===== config.mk =====
export PLATFORM = sky130hd
export DESIGN_NAME = emb_ctrl
export DESIGN_NICKNAME = d
export VERILOG_FILES = /design/src/emb_pkg.sv /design/src/emb_ctrl.sv
export VERILOG_INCLUDE_DIRS = /design/src
export SDC_FILE = /design/constraint.sdc
export NUM_CORES = 1
export LEC_CHECK = 0
export BUFFER_PORTS_ARGS = -buffer_cell sky130_fd_sc_hd__buf_4
export CAP_MARGIN = 20
export CORE_ASPECT_RATIO = 1.25
export CORE_MARGIN = 2
export CORE_UTILIZATION = 40
export DETAILED_ROUTE_END_ITERATION = 12
export PLACE_DENSITY = 0.66
export SLEW_MARGIN = 20
export SYNTH_ARGS = -nofsm -noshare
export SYNTH_HDL_FRONTEND = slang
export SYNTH_SLANG_ARGS = --single-unit

===== constraint.sdc =====
create_clock -name core_clk -period 3.6 [get_ports core_clk]
set_input_delay 0.54 -clock core_clk [delete_from_list [all_inputs] [get_ports core_clk]]
set_output_delay 0.54 -clock core_clk [all_outputs]
set_load 0.05 [all_outputs]

===== src/emb_map.svh =====
`ifndef EMB_MAP_SVH
`define EMB_MAP_SVH

// ----------------------------------------------------------------------
// access sizes and kinds
// ----------------------------------------------------------------------
`define EMB_SIZE_BYTE 2'h0
`define EMB_SIZE_HALF 2'h1
`define EMB_SIZE_WORD 2'h2
`define EMB_KIND_READ 2'h0
`define EMB_KIND_WRITE 2'h1
`define EMB_KIND_FETCH 2'h2

// ----------------------------------------------------------------------
// abort vectors
// ----------------------------------------------------------------------
`define EMB_VEC_PREFETCH 32'h0000000C
`define EMB_VEC_DATA 32'h00000010

// ----------------------------------------------------------------------
// page size codes and base compare masks over address bits 31..20
// ----------------------------------------------------------------------
`define EMB_PAGE_1M 2'h0
`define EMB_PAGE_4M 2'h1
`define EMB_PAGE_16M 2'h2
`define EMB_PAGE_64M 2'h3
`define EMB_MASK_1M 12'hFFF
`define EMB_MASK_4M 12'hFFC
`define EMB_MASK_16M 12'hFF0
`define EMB_MASK_64M 12'hFC0

`endif


===== src/emb_pkg.sv =====
package emb_pkg;

  typedef logic [1:0] emb_size_t;
  typedef logic [1:0] emb_kind_t;

  typedef enum logic {
    EMB_IDLE,
    EMB_ACCESS
  } emb_phase_e;

  typedef struct packed {
    emb_phase_e st;
    logic [7:0] cs_hit;
    logic [31:0] addr;
    emb_size_t size;
    emb_kind_t kind;
    logic [31:0] wdata;
    logic from_periph;
    logic [1:0] beat;
    logic [1:0] last_beat;
    logic bus16;
    logic bytesel;
    logic [31:0] rdata;
    logic rsp_done;
    logic rsp_periph;
    logic abort_pulse;
    logic abort_fetch;
    logic [31:0] abort_vector;
    logic [31:0] aar;
    logic undef;
    logic misal;
    emb_size_t asize;
    emb_kind_t atype;
    logic [23:0] hold;
    logic [23:0] pin_addr;
    logic [7:0] pin_cs;
    logic rd;
    logic wr0;
    logic wr1;
    logic [15:0] d_out;
    logic d_oe;
  } emb_state_s;

endpackage


===== src/emb_ctrl.sv =====
`timescale 1ns/1ps
// What this block does
// - serve access requests from both the core and the peripheral data controller
// - eight chip-selects and a 24-bit external address covering 16M bytes
// - 16-bit data bus usable with 8-bit or 16-bit devices
// - separate read and write strobes for glue-free connection
// - each beat of an access with no wait completes in one clock cycle
// - base address and page size pick the chip-select for an address
// - 8-bit devices use address bits 0..23, 16-bit devices bits 1..23
// - smaller devices repeat across their page; in-page accesses complete unless misaligned or refused by the privileged-only check
// - out-of-page access aborts: prefetch vector for fetches, data vector else
// - overlapping windows assert all matches; lowest index governs the access
// - abort address captured on every abort, latest only, zero after reset
// - abort status holds undefined, misaligned, access size and access type
// - between external accesses hold address, float data, strobes inactive
// - chip-selects 0..3 active low, chip-selects 4..7 active high
// - address bits 23..20 share pins with chip-selects 4..7
// - A0 doubles as lower select; strobes double as enables by mode
// - privileged-only check applies only with protection mode input set
// - a count field turns pins 23 downward into chip-selects 4 to 7
// - each chip-select has its own 8 or 16 bit width
// - byte-write mode: A0 unused, two write strobes, one read strobe
`include "emb_map.svh"

module emb_ctrl #(
  parameter int CS_COUNT = 8
) (
  input wire logic core_clk,
  input wire logic arst_n,
  input wire logic core_req_valid,
  output logic core_req_ready,
  input wire logic [31:0] core_req_addr,
  input wire emb_pkg::emb_size_t core_req_size,
  input wire emb_pkg::emb_kind_t core_req_kind,
  input wire logic [31:0] core_req_wdata,
  input wire logic core_req_privileged,
  input wire logic periph_req_valid,
  output logic periph_req_ready,
  input wire logic [31:0] periph_req_addr,
  input wire emb_pkg::emb_size_t periph_req_size,
  input wire logic periph_req_write,
  input wire logic [31:0] periph_req_wdata,
  output logic rsp_done,
  output logic rsp_to_periph,
  output logic [31:0] rsp_rdata,
  output logic busy,
  output logic abort_valid,
  output logic abort_fetch,
  output logic [31:0] abort_vector,
  output logic [31:0] abort_address_register,
  output logic abort_undefined,
  output logic abort_misaligned,
  output emb_pkg::emb_size_t abort_size,
  output emb_pkg::emb_kind_t abort_type,
  input wire logic [8*12-1:0] cs_base,
  input wire logic [15:0] cs_page_size,
  input wire logic [7:0] cs_enable,
  input wire logic [7:0] bus_width_select,
  input wire logic [7:0] byte_access_type,
  input wire logic [7:0] cs_privileged_only,
  input wire logic [2:0] chip_select_count,
  input wire logic protection_mode_input,
  input wire logic wait_request_n,
  output logic [23:0] ext_addr_pins,
  output logic [3:0] low_chip_select_lines,
  output logic read_strobe_n,
  output logic lower_write_strobe_n,
  output logic upper_write_strobe_n,
  output logic [15:0] data_out,
  output logic data_oe,
  input wire logic [15:0] data_in
);
  import emb_pkg::*;

  emb_state_s s;
  emb_state_s n;

  logic sel_periph;
  logic sel_valid;
  logic [31:0] sel_addr;
  emb_size_t sel_size;
  emb_kind_t sel_kind;
  logic [31:0] sel_wdata;
  logic sel_priv;
  logic [7:0] sel_hits;
  logic [2:0] gov;
  logic [11:0] mask;

  // ----------------------------------------------------------------------
  // request selection
  // ----------------------------------------------------------------------
  // the peripheral channel wins ties: it streams, a stall costs it more
  assign sel_periph = periph_req_valid;
  assign sel_valid = periph_req_valid | core_req_valid;
  assign sel_addr = sel_periph ? periph_req_addr : core_req_addr;
  assign sel_size = sel_periph ? periph_req_size : core_req_size;
  assign sel_kind = !sel_periph ? core_req_kind :
    (periph_req_write ? `EMB_KIND_WRITE : `EMB_KIND_READ);
  assign sel_wdata = sel_periph ? periph_req_wdata : core_req_wdata;
  assign sel_priv = sel_periph | core_req_privileged;
  assign periph_req_ready = (s.st == EMB_IDLE);
  assign core_req_ready = (s.st == EMB_IDLE) && !periph_req_valid;

  // ----------------------------------------------------------------------
  // window decode
  // ----------------------------------------------------------------------
  always_comb begin
    sel_hits = 8'h00;
    gov = 3'h0;
    mask = `EMB_MASK_1M;
    for (int i = 0; i < CS_COUNT; i++) begin
      case (cs_page_size[2*i +: 2])
        `EMB_PAGE_4M: mask = `EMB_MASK_4M;
        `EMB_PAGE_16M: mask = `EMB_MASK_16M;
        `EMB_PAGE_64M: mask = `EMB_MASK_64M;
        default: mask = `EMB_MASK_1M;
      endcase
      // only the page-sized upper bits compare, so a small part repeats
      sel_hits[i] = cs_enable[i] &&
        ((sel_addr[31:20] & mask) == (cs_base[12*i +: 12] & mask));
    end
    for (int i = CS_COUNT - 1; i >= 0; i--) begin
      if (sel_hits[i]) begin
        gov = 3'(i);
      end
    end
  end

  // ----------------------------------------------------------------------
  // sequencer
  // ----------------------------------------------------------------------
  always_comb begin
    logic misal;
    logic undef;
    logic privfail;
    logic [2:0] off;
    logic [23:0] ba;
    logic lo;
    logic hi;
    logic [31:0] chunk;
    misal = 1'b0;
    undef = 1'b0;
    privfail = 1'b0;
    off = 3'h0;
    ba = 24'h000000;
    lo = 1'b0;
    hi = 1'b0;
    chunk = 32'h00000000;
    n = s;
    n.rsp_done = 1'b0;
    n.abort_pulse = 1'b0;
    if (s.st == EMB_IDLE && sel_valid) begin
      misal = (sel_size == `EMB_SIZE_HALF && sel_addr[0]) ||
              (sel_size == `EMB_SIZE_WORD && sel_addr[1:0] != 2'h0);
      undef = (sel_hits == 8'h00);
      privfail = protection_mode_input && !sel_priv && !undef &&
                 cs_privileged_only[gov];
      if (undef || misal || privfail) begin
        // no transition to access: pins stay quiet for this request
        n.abort_pulse = 1'b1;
        n.abort_fetch = (sel_kind == `EMB_KIND_FETCH);
        n.abort_vector = (sel_kind == `EMB_KIND_FETCH) ? `EMB_VEC_PREFETCH :
                                                          `EMB_VEC_DATA;
        n.aar = sel_addr;
        n.undef = undef;
        n.misal = misal;
        n.asize = sel_size;
        n.atype = sel_kind;
      end else begin
        n.st = EMB_ACCESS;
        n.cs_hit = sel_hits;
        n.addr = sel_addr;
        n.size = sel_size;
        n.kind = sel_kind;
        n.wdata = sel_wdata;
        n.from_periph = sel_periph;
        n.beat = 2'h0;
        n.bus16 = bus_width_select[gov];
        n.bytesel = byte_access_type[gov];
        n.rdata = 32'h00000000;
        if (bus_width_select[gov]) begin
          n.last_beat = (sel_size == `EMB_SIZE_WORD) ? 2'h1 : 2'h0;
        end else begin
          n.last_beat = (sel_size == `EMB_SIZE_WORD) ? 2'h3 :
                        (sel_size == `EMB_SIZE_HALF) ? 2'h1 : 2'h0;
        end
      end
    end else if (s.st == EMB_ACCESS && wait_request_n) begin
      if (s.kind != `EMB_KIND_WRITE) begin
        if (!s.bus16) begin
          n.rdata = s.rdata | ({24'h000000, data_in[7:0]} << {s.beat, 3'h0});
        end else if (s.size == `EMB_SIZE_BYTE) begin
          n.rdata = {24'h000000, s.addr[0] ? data_in[15:8] : data_in[7:0]};
        end else begin
          n.rdata = s.rdata | ({16'h0000, data_in} << {s.beat, 4'h0});
        end
      end
      if (s.beat == s.last_beat) begin
        n.st = EMB_IDLE;
        n.rsp_done = 1'b1;
        n.rsp_periph = s.from_periph;
      end else begin
        n.beat = s.beat + 2'h1;
      end
    end

    // pins follow the next state so every pin comes straight from a flop
    if (n.st == EMB_ACCESS) begin
      off = n.bus16 ? {n.beat, 1'b0} : {1'b0, n.beat};
      ba = n.addr[23:0] + {21'h000000, off};
      lo = !n.bus16 || n.size != `EMB_SIZE_BYTE || !ba[0];
      hi = n.bus16 && (n.size != `EMB_SIZE_BYTE || ba[0]);
      chunk = n.wdata >> {off, 3'h0};
      n.hold = ba;
      n.pin_cs = n.cs_hit;
      n.rd = (n.kind != `EMB_KIND_WRITE);
      if (n.bus16 && n.bytesel) begin
        n.hold[0] = !lo;
        n.wr0 = (n.kind == `EMB_KIND_WRITE);
        n.wr1 = hi;
      end else begin
        n.wr0 = (n.kind == `EMB_KIND_WRITE) && lo;
        n.wr1 = (n.kind == `EMB_KIND_WRITE) && hi;
      end
      n.d_oe = (n.kind == `EMB_KIND_WRITE);
      if (!n.bus16) begin
        n.d_out = {8'h00, chunk[7:0]};
      end else if (n.size == `EMB_SIZE_BYTE) begin
        n.d_out = {chunk[7:0], chunk[7:0]};
      end else begin
        n.d_out = chunk[15:0];
      end
    end else begin
      n.pin_cs = 8'h00;
      n.rd = 1'b0;
      n.wr0 = 1'b0;
      n.wr1 = 1'b0;
      n.d_oe = 1'b0;
    end
    n.pin_addr = n.hold;
    for (int k = 0; k < 4; k++) begin
      if (chip_select_count > 3'(k)) begin
        n.pin_addr[23-k] = n.pin_cs[4+k];
      end
    end
  end

  always_ff @(posedge core_clk or negedge arst_n) begin
    if (!arst_n) begin
      s <= '0;
    end else begin
      s <= n;
    end
  end

  // ----------------------------------------------------------------------
  // outputs
  // ----------------------------------------------------------------------
  assign ext_addr_pins = s.pin_addr;
  assign low_chip_select_lines = ~s.pin_cs[3:0];
  assign read_strobe_n = !s.rd;
  assign lower_write_strobe_n = !s.wr0;
  assign upper_write_strobe_n = !s.wr1;
  assign data_out = s.d_out;
  assign data_oe = s.d_oe;
  assign rsp_done = s.rsp_done;
  assign rsp_to_periph = s.rsp_periph;
  assign rsp_rdata = s.rdata;
  assign busy = (s.st == EMB_ACCESS);
  assign abort_valid = s.abort_pulse;
  assign abort_fetch = s.abort_fetch;
  assign abort_vector = s.abort_vector;
  assign abort_address_register = s.aar;
  assign abort_undefined = s.undef;
  assign abort_misaligned = s.misal;
  assign abort_size = s.asize;
  assign abort_type = s.atype;
endmodule // emb_ctrl


==> flow_summary_export.csv <==
group,metric,value,unit
status,status,"finished with violations",
status,failed_checks,"setup timing",
clock_tree,clockBufferDepth,3,
yosys,synth_compound_area_frac,0.165,
floorplan,initial_core_util,0.407,
drt,postRouteAntennaNets,0,
finish,fillCellCount,2736,
worst_hold_path,hp-class,"primary input to asynchronous set/reset pin",
placed_design,port_buffers,432,
placed_design,dp_slack,-2310,ps
yosys,syn_avg_cell_area,9.19,um2
yosys,ys_warn_count,0,
finish,area_growth,52.0,%
yosys,syn_area,12900,um2
worst_setup_path,crit_arrival,5510,ps
sta,fin_crit,5110,ps
clock_tree,cts-buffers-inserted,21,
global_route,grt_pass1_vias,12150,
power_and_ir_drop,total_power,0.0136,W
drt,drtIter0Drc,690,
floorplan,io-pin-count,462,
floorplan,fp.coreArea,31800,um2
clock_tree,clk_latency,520,ps
drt,via_count,12203,
yosys,synth-xor-area-share,0.0799,
yosys,yosys_register_bits,203,
floorplan,die_w,165,um
worst_setup_path,crit_buf_inv,4,
drt,wirelength,46.6,mm
yosys,synthTopCellsByArea,"dfrtp_1, buf_4, mux2i_1",
sta,fin_ws,-1510,ps
power_and_ir_drop,power.density,692,nW/um2
worst_setup_path,critPathMaxStageDelay,440,ps
worst_setup_path,start_kind,"primary input",
yosys,yosys.area_share.simple,0.128,
drt,drc,0,
sta,whs,56.5,ps
yosys,synth_top_area_share,0.393,
clock_tree,cts_tree,"yes",
yosys,synth_mux_area_frac,0.105,
yosys,ys_dominant_reg_cell,"dfrtp_1",
sta,period_share,1.42,
yosys,synth_adder_area_share,0.00639,
yosys,synth_top_area_cell,"dfrtp_1",
placed_design,hpwlAfterDp,36.7,mm
sta,setup_viol,124,
placed_design,place.gp.congestion,0.916,
clock_tree,cts.sinks,203,
yosys,ys_seq_area_frac,0.393,
worst_setup_path,cpMaxStageDelayCell,"a221o_2",
worst_setup_path,endpoint_kind,"flip-flop",
finish,drive_gt1_frac,0.493,
yosys,yosysMostFrequentCell,"dfrtp_1",
finish,instances_no_fill,2361,
global_route,grt.overflow.total,0,
sta,worst_slew_pin_slew,745,ps
power_and_ir_drop,ir_worst_vdd,0.000650,V
worst_setup_path,critical_path_class,"primary input to flip-flop",
sta,finalClockSkew,28.9,ps
global_route,grt_pass1_wl,67.7,mm
power_and_ir_drop,leakage,9.32,nW
yosys,async_reset_ff_frac,1.00,
drt,avgRoutedWirePerCell,19.8,um
yosys,synth_top_family_by_area,"compound AO/OA/AOI/OAI gates",
yosys,netlist_top_cells_count,"dfrtp_1, buf_4, nand2_1",
placed_design,dpl.cell_count,2278,
worst_setup_path,worst-path-max-fanout,9,
clock_tree,htreeDepth,1,
sta,finalHoldViolCount,0,
clock_tree,path_clk_slew,70,ps
global_route,antenna_found_initial,2,
sta,rsz0062_at_grt,"yes",
yosys,synth_cell_types,75,
global_route,track_usage,0.261,
sta,fmaxAchievable,196,MHz
drt,vias_per_cell,5.17,
worst_setup_path,cp_top_family,"compound AO/OA/AOI/OAI gates",
floorplan,die_area,33800,um2
clock_tree,cts.hold.buffers_added,0,
finish,layout.nets,2244,
worst_setup_path,crit_required,4000,ps
drt,firstDrtPassIters,5,
yosys,synth_edf_count,0,
global_route,grt_max_degree,95,
flow_run,maxCapViolations,0,
sta,max_slew_margin,0.504,
floorplan,die_h,205,um
clock_tree,cts_root_buffer,"clkbuf_16",
yosys,synthCells,1407,
sta,slew_violations,0,
floorplan,rows,73,
report_power, final:
| part | switching, W | leakage, nW | internal (W) |
|---|---|---|---|
| Clock | 0.000936 | 0.325 | 0.00124 |
| Sequential | 0.000590 | 2.63 | 0.00314 |
| Combinational | 0.00478 | 6.37 | 0.00292 |
| Total | 0.00630 | 9.32 | 0.00730 |
area by class of cell:
type	instances	area (um2)	share of cell area
Clock inverter	7	72.6	0.00369
Inverter	61	249	0.0127
Timing Repair Buffer	681	5600	0.285
Antenna cell	2	5.00	0.000255
Clock buffer	30	599	0.0305
Sequential cell	203	5080	0.258
Tap cell	412	515	0.0262
Multi-Input combinational cell	965	7540	0.384
cells by family (layout without fill, tap and decap cells):
logic type,after synthesis,count (layout)
adders and majority gates,6,6
buffers and inverters,268,779
xor gates and xnor gates,118,118
DFF,203,203
muxes,120,121
other,1,31
and+or+nand+nor,360,360
AOI/OAI and AO/OA,331,331
state kept, by name, summed over array words and instances (netlist names):
signal                  flops
abort_vector                2
abort_address_register     32
data_oe                     1
busy                        1
abort_size                  2
abort_valid                 1
s                          86
rsp_done                    1
data_out                   16
ext_addr_pins              24
abort_misaligned            1
abort_type                  2
abort_undefined             1
rsp_rdata                  32
rsp_to_periph               1
through the flow:
stage / instance area, um2 / setup TNS [ps] / util
floorplan: 13800 / -102950 / -
global placement: 17700 / -194470 / 0.556
detailed placement: 17700 / -206980 / 0.556
CTS: 18700 / -47550 / 0.588
global route: 19700 / -73140 / 0.618
finish: 19700 / -59240 / 0.618
path summary, 6_finish.rpt:
kind | slack [ps] | end | startpoint | cells past startpoint
max | -1510 | ext_addr_pins[23] | periph_req_valid | 25
min | 60 | s[207] | arst_n | 1
max reg2reg | -120 | ext_addr_pins[23] | busy | 16
min reg2reg | 470 | s[72] | s[72] | 2
max in group asynchronous | 2700 | ext_addr_pins[11] | arst_n | 2
min in group core_clk | 320 | rsp_rdata[19] | data_in[3] | 3
metal layers:
| layer | up-vias | routed length, um | part of all wire | global-route usage |
|---|---|---|---|---|
| met3 | 84 | 2790 | 0.060 | 0.0318 |
| met4 | 0 | 1370 | 0.029 | 0.0665 |
| met1 | 5863 | 17400 | 0.37 | 0.304 |
| li1 | 5764 | - | - | - |
| met2 | 492 | 25100 | 0.54 | 0.500 |
| met5 | - | 0 | 0 | 0 |
repair_timing:
action / CTS / global route
pin swaps: 8 / 61
setup buffers: 9 / 32
endpoints found under the hold margin: 0 / 0
setup endpoints to repair: 195 / 144
cloned: 2 / 3
gates resized for setup: 56 / 172
cells in the final DEF (no fill, tap or decap), drive strengths merged, types with 13 or more instances in the layout:
cell type / n
nand3: 14
nand4: 15
inv: 63
buf: 679
nor2: 103
a21o: 21
a22o: 21
conb: 29
xor2: 44
o21ai: 125
mux2: 31
mux2i: 90
a21oi: 76
xnor2: 74
nor3: 13
clkbuf: 32
nand2: 141
dfrtp: 203
Note: power is estimated with default switching activity, not from simulation.
